===== config.mk =====
export PLATFORM = sky130hd
export DESIGN_NAME = eeprom_cmd_engine
export DESIGN_NICKNAME = d
export VERILOG_FILES = /design/src/rtl/eeprom_cmd_pkg.sv /design/src/rtl/eeprom_cmd_engine.sv
export SDC_FILE = /design/constraint.sdc
export NUM_CORES = 2
export LEC_CHECK = 0
export BUFFER_PORTS_ARGS = -buffer_cell sky130_fd_sc_hd__buf_2
export CAP_MARGIN = 20
export CORE_MARGIN = 2
export CORE_UTILIZATION = 40
export DETAILED_ROUTE_END_ITERATION = 8
export PLACE_DENSITY = 0.63
export SYNTH_ARGS = -nofsm -noshare
export SYNTH_HDL_FRONTEND = slang
export SYNTH_SLANG_ARGS = --single-unit

===== constraint.sdc =====
create_clock -name core_clk -period 4.1 [get_ports core_clk]
set_clock_uncertainty 0.05 [all_clocks]
set_input_delay 0.205 -clock core_clk [delete_from_list [all_inputs] [get_ports core_clk]]
set_output_delay 0.205 -clock core_clk [all_outputs]
set_load 0.05 [all_outputs]

===== src/rtl/eeprom_cmd_pkg.sv =====
/*
 * constants for the two-wire eeprom command engine: device type codes,
 * word address fields, apb register map and the write cycle timing.
 * assumes a 20 mhz core clock and a 256 x 8 main array.
 */
package eeprom_cmd_pkg;
   localparam logic [3:0]  TYPE_MAIN    = 4'ha;   // 1010b main array
   localparam logic [3:0]  TYPE_SPECIAL = 4'hb;   // 1011b id/lock/serial
   localparam int          ADDR_W       = 8;
   localparam int          ARRAY_BYTES  = 256;
   localparam int          PAGE_BYTES   = 16;
   localparam logic [1:0]  SEL_ID       = 2'h0;   // word addr [7:6]
   localparam logic [1:0]  SEL_SERIAL   = 2'h2;
   localparam int          LOCK_ADDR_BIT = 6;
   localparam int          LOCK_DATA_BIT = 1;
   localparam logic [7:0]  UNDEF_BYTE   = 8'hff;

   // apb register byte offsets
   localparam logic [7:0]  OFS_STATUS   = 8'h00;
   localparam logic [7:0]  OFS_SERIAL0  = 8'h10;
   localparam logic [7:0]  OFS_SERIAL3  = 8'h1c;
   localparam int          ST_BUSY_BIT  = 0;
   localparam int          ST_LOCK_BIT  = 1;
   localparam int          ST_WP_BIT    = 2;
   localparam int          ST_ADDR_LSB  = 8;
   // serial number reset words: arbitrary neutral values
   localparam logic [31:0] SERIAL_RESET0 = 32'h00000001;
   localparam logic [31:0] SERIAL_RESET1 = 32'h00000002;
   localparam logic [31:0] SERIAL_RESET2 = 32'h00000003;
   localparam logic [31:0] SERIAL_RESET3 = 32'h00000004;

   // self-timed write cycle, longest time rounds down
   localparam int          CLK_HZ       = 20_000_000;
   localparam int          TWR_MS       = 5;
   localparam int          TWR_CYCLES   = TWR_MS * (CLK_HZ / 1000);
   localparam int          PROG_CNT_W   = 17;

   typedef enum logic [3:0] {
      ST_IDLE, ST_DEV, ST_WADDR, ST_WDATA, ST_ACK, ST_TX, ST_RACK, ST_PROG
   } link_state_t;
endpackage


===== src/rtl/eeprom_cmd_engine.sv =====
/*
 * two-wire serial eeprom slave: device address decode, byte and page
 * write with page buffer, self-timed programming, ack polling, write
 * protect, current/random/sequential reads, id page, lock, serial number,
 * and an apb slave for status and serial number words.
 * assumes scl/sda/strap pins are asynchronous and that the bench resolves
 * the open-drain sda wire from sda_oe.
 */
`timescale 1ns/1ps
module eeprom_cmd_engine
   import eeprom_cmd_pkg::*;
#(
   parameter int WRITE_CYCLES = TWR_CYCLES
)
(
   input  wire logic        core_clk,          // core clock 20 mhz
   input  wire logic        nrst,              // async reset, active low
   input  wire logic        scl_in,            // serial clock pin
   input  wire logic        sda_in,            // serial data pin level
   output logic             sda_out,           // sda drive value (low)
   output logic             sda_oe,            // high while pulling sda low
   input  wire logic        write_control_pin, // high protects the array
   input  wire logic [2:0]  chip_sel,          // address strap pins
   input  wire logic        psel,              // apb select
   input  wire logic        penable,           // apb enable
   input  wire logic        pwrite,            // apb direction
   input  wire logic [7:0]  paddr,             // apb byte address
   input  wire logic [31:0] pwdata,            // apb write data
   output logic [31:0]      prdata,            // apb read data
   output logic             pready,            // apb ready
   output logic             pslverr            // apb error, unmapped
);
   import eeprom_cmd_pkg::*;

   logic [7:0]            mem [ARRAY_BYTES];
   logic [7:0]            id_page [PAGE_BYTES];
   logic [7:0]            page_buf [PAGE_BYTES];
   logic [31:0]           serial_reg [4];
   logic [PAGE_BYTES-1:0] buf_mask_reg;
   logic                  lock_pend_reg;
   logic                  id_locked_reg;
   logic [2:0]            scl_sync, sda_sync;
   logic [1:0]            wp_sync;
   logic [5:0]            cs_sync;
   link_state_t           state_reg, after_ack_reg;
   logic [3:0]            cnt_reg;
   logic [7:0]            shift_reg;
   logic [7:0]            addr_reg;
   logic [7:0]            waddr_reg;
   logic                  special_reg;
   logic                  ack_seen_reg;
   logic                  got_data_reg;
   logic [PROG_CNT_W-1:0] prog_cnt_reg;
   logic                  sda_oe_reg;
   logic [31:0]           prdata_reg;
   logic                  pready_reg, pslverr_reg;

   logic scl_rise, scl_fall, start_seen, stop_seen, wp;
   assign scl_rise   = scl_sync[1] & ~scl_sync[2];
   assign scl_fall   = ~scl_sync[1] & scl_sync[2];
   assign start_seen = scl_sync[1] & scl_sync[2] & ~sda_sync[1] & sda_sync[2];
   assign stop_seen  = scl_sync[1] & scl_sync[2] & sda_sync[1] & ~sda_sync[2];
   assign wp         = wp_sync[1];

   assign sda_oe  = sda_oe_reg;
   assign prdata  = prdata_reg;
   assign pready  = pready_reg;
   assign pslverr = pslverr_reg;

   // byte seen by the master for a given space and pointer
   function automatic logic [7:0] fetch(input logic sp,
                                        input logic [7:0] a);
      logic [31:0] w;
      w = serial_reg[a[3:2]];
      if (!sp)
         fetch = mem[a];
      else if (a[7:6] == SEL_ID)
         fetch = id_page[a[3:0]];
      else if (a[7:6] == SEL_SERIAL)
         fetch = w[{a[1:0], 3'h0} +: 8];
      else
         fetch = UNDEF_BYTE;
   endfunction

   // pointer advance after a read byte
   function automatic logic [7:0] next_addr(input logic sp,
                                            input logic [7:0] a);
      if (sp)
         next_addr = {a[7:4], a[3:0] + 4'h1};
      else
         next_addr = a + 8'h01;
   endfunction

   // pin synchronisers, first stage feeds only the second
   always_ff @(posedge core_clk or negedge nrst)
   begin
      if (!nrst)
      begin
         scl_sync <= 3'h7;
         sda_sync <= 3'h7;
         wp_sync  <= 2'h0;
         cs_sync  <= 6'h00;
      end
      else
      begin
         scl_sync <= {scl_sync[1:0], scl_in};
         sda_sync <= {sda_sync[1:0], sda_in};
         wp_sync  <= {wp_sync[0], write_control_pin};
         cs_sync  <= {cs_sync[2:0], chip_sel};
      end
   end

   // sda is only ever pulled low
   always_ff @(posedge core_clk or negedge nrst)
   begin
      if (!nrst)
         sda_out <= 1'b0;
      else
         sda_out <= 1'b0;
   end

   // link protocol engine
   always_ff @(posedge core_clk or negedge nrst)
   begin
      if (!nrst)
      begin
         state_reg     <= ST_IDLE;
         after_ack_reg <= ST_IDLE;
         cnt_reg       <= 4'h0;
         shift_reg     <= 8'h00;
         addr_reg      <= 8'h00;
         waddr_reg     <= 8'h00;
         special_reg   <= 1'b0;
         ack_seen_reg  <= 1'b0;
         got_data_reg  <= 1'b0;
         buf_mask_reg  <= '0;
         lock_pend_reg <= 1'b0;
         prog_cnt_reg  <= '0;
         sda_oe_reg    <= 1'b0;
      end
      else if (state_reg == ST_PROG)
      begin
         sda_oe_reg <= 1'b0;
         if (prog_cnt_reg >= PROG_CNT_W'(WRITE_CYCLES - 1))
         begin
            state_reg    <= ST_IDLE;
            prog_cnt_reg <= '0;
         end
         else
            prog_cnt_reg <= prog_cnt_reg + 1'b1;
      end
      else if (stop_seen)
      begin
         sda_oe_reg   <= 1'b0;
         got_data_reg <= 1'b0;
         buf_mask_reg <= '0;
         lock_pend_reg <= 1'b0;
         if (got_data_reg && (buf_mask_reg != '0 || lock_pend_reg))
            state_reg <= ST_PROG;
         else
            state_reg <= ST_IDLE;
      end
      else if (start_seen)
      begin
         sda_oe_reg   <= 1'b0;
         state_reg    <= ST_DEV;
         cnt_reg      <= 4'h0;
         got_data_reg <= 1'b0;
         buf_mask_reg <= '0;
         lock_pend_reg <= 1'b0;
      end
      else
      begin
         case (state_reg)
            ST_DEV, ST_WADDR, ST_WDATA:
            begin
               if (scl_rise && cnt_reg < 4'h8)
               begin
                  shift_reg <= {shift_reg[6:0], sda_sync[1]};
                  cnt_reg   <= cnt_reg + 4'h1;
               end
               else if (scl_fall && cnt_reg == 4'h8)
               begin
                  cnt_reg <= 4'h0;
                  if (state_reg == ST_DEV)
                  begin
                     if ((shift_reg[7:4] == TYPE_MAIN ||
                          shift_reg[7:4] == TYPE_SPECIAL) &&
                         shift_reg[3:1] == cs_sync[5:3])
                     begin
                        sda_oe_reg  <= 1'b1;
                        state_reg   <= ST_ACK;
                        special_reg <= (shift_reg[7:4] == TYPE_SPECIAL);
                        after_ack_reg <= shift_reg[0] ? ST_TX
                                                      : ST_WADDR;
                     end
                     else
                        state_reg <= ST_IDLE;
                  end
                  else if (state_reg == ST_WADDR)
                  begin
                     waddr_reg     <= shift_reg;
                     addr_reg      <= shift_reg;
                     sda_oe_reg    <= 1'b1;
                     state_reg     <= ST_ACK;
                     after_ack_reg <= ST_WDATA;
                  end
                  else if (special_reg && addr_reg[LOCK_ADDR_BIT])
                  begin
                     // lock command byte
                     if (shift_reg[LOCK_DATA_BIT] && !id_locked_reg)
                     begin
                        lock_pend_reg <= 1'b1;
                        got_data_reg  <= 1'b1;
                     end
                     sda_oe_reg    <= 1'b1;
                     state_reg     <= ST_ACK;
                     after_ack_reg <= ST_WDATA;
                  end
                  else if (special_reg && id_locked_reg)
                     state_reg <= ST_IDLE;
                  else
                  begin
                     if (special_reg ? addr_reg[7:6] == SEL_ID
                                     : !wp)
                     begin
                        page_buf[addr_reg[3:0]] <= shift_reg;
                        buf_mask_reg[addr_reg[3:0]] <= 1'b1;
                     end
                     got_data_reg  <= 1'b1;
                     addr_reg      <= {addr_reg[7:4],
                                       addr_reg[3:0] + 4'h1};
                     sda_oe_reg    <= 1'b1;
                     state_reg     <= ST_ACK;
                     after_ack_reg <= ST_WDATA;
                  end
               end
            end
            ST_ACK:
            begin
               if (scl_fall)
               begin
                  cnt_reg <= 4'h0;
                  if (after_ack_reg == ST_TX)
                  begin
                     shift_reg  <= fetch(special_reg, addr_reg);
                     sda_oe_reg <= 1'(~fetch(special_reg, addr_reg) >> 7);
                     addr_reg   <= next_addr(special_reg, addr_reg);
                     state_reg  <= ST_TX;
                  end
                  else
                  begin
                     sda_oe_reg <= 1'b0;
                     state_reg  <= after_ack_reg;
                  end
               end
            end
            ST_TX:
            begin
               if (scl_rise)
                  cnt_reg <= cnt_reg + 4'h1;
               else if (scl_fall)
               begin
                  if (cnt_reg == 4'h8)
                  begin
                     sda_oe_reg <= 1'b0;
                     state_reg  <= ST_RACK;
                  end
                  else
                  begin
                     shift_reg  <= {shift_reg[6:0], 1'b0};
                     sda_oe_reg <= ~shift_reg[6];
                  end
               end
            end
            ST_RACK:
            begin
               if (scl_rise)
                  ack_seen_reg <= ~sda_sync[1];
               else if (scl_fall)
               begin
                  cnt_reg <= 4'h0;
                  if (ack_seen_reg)
                  begin
                     shift_reg  <= fetch(special_reg, addr_reg);
                     sda_oe_reg <= 1'(~fetch(special_reg, addr_reg) >> 7);
                     addr_reg   <= next_addr(special_reg, addr_reg);
                     state_reg  <= ST_TX;
                  end
                  else
                     state_reg <= ST_IDLE;
               end
            end
            ST_IDLE:
               sda_oe_reg <= 1'b0;
            default:
            begin
               sda_oe_reg <= 1'b0;
               state_reg  <= ST_IDLE;
            end
         endcase
      end
   end

   // nonvolatile commit at the write stop
   always_ff @(posedge core_clk)
   begin
      if (nrst && state_reg != ST_PROG && stop_seen && got_data_reg)
      begin
         for (int i = 0; i < PAGE_BYTES; i++)
         begin
            if (buf_mask_reg[i])
            begin
               if (special_reg)
                  id_page[i] <= page_buf[i];
               else
                  mem[{waddr_reg[7:4], 4'(i)}] <= page_buf[i];
            end
         end
      end
   end

   // lock state
   always_ff @(posedge core_clk or negedge nrst)
   begin
      if (!nrst)
         id_locked_reg <= 1'b0;
      else if (state_reg != ST_PROG && stop_seen && lock_pend_reg)
         id_locked_reg <= 1'b1;
   end

   // apb slave: status and serial number words
   always_ff @(posedge core_clk or negedge nrst)
   begin
      if (!nrst)
      begin
         pready_reg    <= 1'b0;
         pslverr_reg   <= 1'b0;
         prdata_reg    <= 32'h00000000;
         serial_reg[0] <= SERIAL_RESET0;
         serial_reg[1] <= SERIAL_RESET1;
         serial_reg[2] <= SERIAL_RESET2;
         serial_reg[3] <= SERIAL_RESET3;
      end
      else
      begin
         pready_reg <= psel & ~penable;
         if (psel && !penable)
         begin
            pslverr_reg <= 1'b0;
            prdata_reg  <= 32'h00000000;
            if (paddr == OFS_STATUS)
            begin
               prdata_reg[ST_BUSY_BIT] <= (state_reg == ST_PROG);
               prdata_reg[ST_LOCK_BIT] <= id_locked_reg;
               prdata_reg[ST_WP_BIT]   <= wp;
               prdata_reg[ST_ADDR_LSB +: ADDR_W] <= addr_reg;
            end
            else if (paddr >= OFS_SERIAL0 && paddr <= OFS_SERIAL3 &&
                     paddr[1:0] == 2'h0)
               prdata_reg <= serial_reg[paddr[3:2]];
            else
               pslverr_reg <= 1'b1;
         end
         if (psel && penable && pready_reg && pwrite && !pslverr_reg &&
             paddr >= OFS_SERIAL0)
            serial_reg[paddr[3:2]] <= pwdata;
      end
   end
endmodule


# Yosys cells after proc, flatten, opt, wreduce, memory -nomap -nowiden
# Memories as Yosys holds them, arrays and structs flattened.
# Index checks and enable logic that the tools add are counted.
# W data, S select, Z words.
# totals
ram_bits,2304
elab_cells,421
ff_bits,251
out_inout_bits,36
mem_count,3
# memory_table
name,depth,word_bits,rd,rd_clocked_by_memory_dff,write_ports,line,rtl
mem,256,8,1,0,16,eeprom_cmd_engine.sv:35,logic [7:0] mem [ARRAY_BYTES];
id_page,16,8,1,0,16,eeprom_cmd_engine.sv:36,logic [7:0] id_page [PAGE_BYTES];
page_buf,16,8,16,0,1,eeprom_cmd_engine.sv:37,logic [7:0] page_buf [PAGE_BYTES];
# op_classes
eq_ne,54
n_bitwise,24
n_mux,244
reduce_logical,56
order_cmp,9
shifts,1
n_addsub,4
# op_table
op,n
$mux W8,31
$mux W32,6
$mux W16,11
$mux W1,149
$bmux W32 S2,2
$bwmux W128,1
$mux W4,27
$demux W32 S2,1
$ne A5 B5 Y1 const B,9
$reduce_and A8 Y1,5
$pmux W8 S4,1
$shiftx A32 B6 Y8,1
$ne A3 B3 Y1 const B,9
$ne A2 B2 Y1 const B,13
$reduce_and A13 Y1,2
$mux W3,8
$pmux W8 S3,1
$logic_and A1 B1 Y1,23
$eq A4 B3 Y1 const B,5
$pmux W4 S5,1
$reduce_and A10 Y1,2
$reduce_bool A3 Y1,6
$add A17 B1 Y17 const B,1
$ge A17 B17 Y1 const B,1
42 further kinds,76

# Depth between registers and ports, before layout
# depth
ltp_word,23
mapped_depth,14
depth_no_buf,10

# Worst setup path before layout
# OpenSTA, ideal clock, no wires.
# synth_path
path_type,register to register
startpoint,register state_reg[1]
endpoint,"memory mem[176][0], enable pin"
t_arrival_ns,2.456
path_buffers,4
setup_ns,0.370
t_required_ns,3.680
path_stages_with_launch,11
slack_ns,1.224
path_cell_list,dfrtp_1 > clkbuf_1 > and3_1 > clkbuf_1 > nor2_1 > nand3_1 > nor2_1 > clkbuf_1 > nand2_1 > clkbuf_1 > nor2_1
# synth_lines
item,line,rtl
"start, declared",eeprom_cmd_engine.sv:45,"link_state_t state_reg, after_ack_reg;"
"start signal, assigned",eeprom_cmd_engine.sv:254,state_reg <= after_ack_reg;
"end, declared",eeprom_cmd_engine.sv:35,

# Worst setup path in the final report
# layout_path
startpoint,register addr_reg[1]
endpoint,register shift_reg[4]
# layout_between
elab_chain_len,8
# layout_lines
item,line,rtl
"start, declared",eeprom_cmd_engine.sv:48,logic [7:0] addr_reg;
"start signal, assigned",eeprom_cmd_engine.sv:203,addr_reg <= shift_reg;
"start signal, assigned",eeprom_cmd_engine.sv:231,"addr_reg <= {addr_reg[7:4],"
"start signal, assigned",eeprom_cmd_engine.sv:248,"addr_reg <= next_addr(special_reg, addr_reg);"
"parallel branches: the longest is 3 deep, another holds $mem_v2 Z256 W8",-,
$mux W8 (*),eeprom_cmd_engine.sv:75,if (!sp)
$mux W8 (3 in series),-,
$pmux W8 S4 (*),eeprom_cmd_engine.sv:174,case (state_reg)
"end signal, assigned",eeprom_cmd_engine.sv:179,"shift_reg <= {shift_reg[6:0], sda_sync[1]};"
"end signal, assigned",eeprom_cmd_engine.sv:246,"shift_reg <= fetch(special_reg, addr_reg);"
"end signal, assigned",eeprom_cmd_engine.sv:271,"shift_reg <= {shift_reg[6:0], 1'b0};"
"end, declared",eeprom_cmd_engine.sv:47,logic [7:0] shift_reg;
# Mark *: on every way between the ends. The select of a mux whose other input is x is not followed.
# A chain may end at the register's enable or synchronous reset.

==> metrics.txt <==
initial antenna violation count between 40 and 50; RePlAce Congestion approximately 0.96; first-pass GRT wire length 471 mm; Top FF cell, synth edfxtp_1; residual DRC count 2; Crit path required time 4.86 ns; HP Class in2reg; Tot GR Track Use 0.271; Inserted Clock Buffers 239; CP Capture Type register; Multi-input gate area approximately 0.023 mm^2; share of layout cells above drive strength 1 0.307; worst path arrival time between 4 and 5 ns; Slew Viols, Final 0; port bufs 85; Initial Utilization 0.403; synthesis-to-layout area growth 15.4%; IO Pins 87; Slew headroom 0.126; CP delay by family, top compound AO/OA/AOI/OAI gates; max cap viols 0; Synth top area share 0.691; Netlist Area Pre-Place approximately 0.10 mm^2; Syn Area/Cell about 21 um^2; leakage 38.2 nW; vias in the first global route ~54k; sequential share of the synthesized area 0.752; synthesized flop and latch total ~2.5k; pwr/cell area between 600 and 700 mW/mm^2; cell at the slowest stage of the critical path o21ai_0; routed wire length 349 mm; clk slew on worst S/H paths approximately 0.060 ns; Fin Setup TNS 0 ns; maximum level of the CTS H-tree 4; largest net degree at the start of global routing 86; Nets 5444; Worst Setup Start Kind register; Die Y 504 um; DP HPWL roughly 230 mm; Final setup viols 0; largest stage delay on the critical path between 0.8 and 0.9 ns; vias per inst roughly 6.3; worst skew pair latency approximately 0.9 ns; clk sinks ~2.5k; pre-CTS WS between 0.05 and 0.06 ns; CTS root buf clkbuf_16; EDFF count, synth between 2k and 2.5k; post-route setup slack around 0.0052 ns; crit path kind reg2reg; drt pass-1 iters 9; CP Cell Sequence buf_12 > buf_4 > buf_4 > mux4_2 > mux4_2 > nor2_1 > o21ai_0 > nand4_1 > a31oi_1; Routed WL per cell 39.1 um; failing checks DRC; initial DRC count between 10k and 15k; Clock Tree Buf Depth 3; WP buf/inv 3; crit-path max FO 42; Area contributors post-synth edfxtp_1 (69%), mux4_2 (15%), dfrtp_1 (5.8%); grt ovf 0; max FFs per register approximately 2.0k; Die ar. approximately 0.25 mm^2; FMAX between 200 and 250 MHz; RSZ-0062 raised after global routing no; Row Count ~180; Vias ~56k; fill cell count roughly 21k; post-synth top area cell edfxtp_1; Core Region roughly 0.25 mm^2; period utilisation layout 0.999; CTS tree done; Hold Violations, Final 0; Synth async-reset ratio 0.0961; post-route ant nets 0; top cells by count, synth edfxtp_1 (2304), mux4_2 (674), nor2_1 (365), dfrtp_1 (234), nand2_1 (183); DIE WIDTH 504 um; final core occ 0.464; cells after synthesis 4849; register area approximately 0.075 mm^2; cell with the most instances after synthesis edfxtp_1; Final min period 4.09 ns; synth warn 0; final hold slack between 0.03 and 0.04 ns; post-synth cell types 70; Synth Net Count just under 5k; status finished, violations left; Worst Tran Pin Value around 1.3 ns; peak supply drop between 0.4 and 0.5 mV
[worst paths after layout]
kind	startpoint	end	slack, ns	cells past startpoint
max reg2reg	addr_reg[1]	shift_reg[4]	0.005	9
min in group asynchronous	nrst	serial_reg[96]	0.42	3
max	addr_reg[1]	shift_reg[4]	0.005	9
min	chip_sel[1]	cs_sync[1]	0.04	2
min reg2reg	scl_sync[0]	scl_sync[1]	0.32	0
max in group asynchronous	nrst	serial_reg[56]	2.13	6
[layer usage]
metal / global-route usage / routed length (um) / up-vias
met2: 0.400 / 154000 / 4927
met3: 0.0725 / 48500 / 823
met4: 0.168 / 27000 / 2
li1: - / - / 21100
met5: 0 / 11 / -
met1: 0.358 / 120000 / 29600
[stage by stage]
stage	cells	power (mW)	area (um^2)
5_1_grt	8919	70.8	116000
4_1_cts	8915	69.3	115000
2_1_floorplan	4849	40.1	100000
3_3_place_gp	8414	47.6	107000
3_5_place_dp	8417	47.6	107000
6_report	8940	69.5	116000
[area by class of cell]
class	instances	share of cell area
clock buffers	309	0.0548
clock inverters	135	0.0122
multi-input cells	1999	0.202
repair buffers	580	0.0420
well taps	3330	0.0360
inverters	17	0.000595
flip-flops and latches	2549	0.652
diodes	21	0.000455
[layout by cell type, fill, tap and decap left out, drive strengths merged, types with 7 or more instances in the layout]
cell and instances:
dfrtp 234, dlygate4sd3 53, mux4 674, o31ai 10
a21oi 36, and3 15, a22o 14, ha 7
nor2 365, diode 21, edfxtp 2304, a221oi 13
o22ai 20, xor2 13, o21ai 86, a31oi 28
nor3 17, a22oi 43, nor4 15, clkbuf 309
o211ai 9, bufinv 19, nand4 17, and2 21
a211oi 13, inv 22, nand3 58, nand2 183
mux2i 93, dfstp 11, nand2b 8, clkinvlp 11
nor2b 23, o221ai 12, a2111oi 9, buf 527
mux2 139, clkinv 100
[timing repair]
item                       CTS  global route
hold endpoints to repair   322             0
buffers inserted             0             0
setup endpoints to repair    0             2
hold buffers                54             0
resized for setup            0             2
[power breakdown]
group          leakage [nW]  internal (mW)  total, mW  switching (mW)
combinational          10.5           7.94       18.6            10.7
sequential             24.0           28.4       28.8           0.416
clock                  3.73           12.1       22.1            9.95
[logic make-up after synthesis]
family,share of synthesized area
flip-flops,0.752
multiplexers,0.176
AND/OR/NAND/NOR,0.0325
AO/OA/AOI/OAI,0.0214
buffers and inverters,0.0156
XOR/XNOR,0.00140
adder cells (fa/ha/maj),0.000874
other,0.0000374
(Power assumes the default switching activity.)
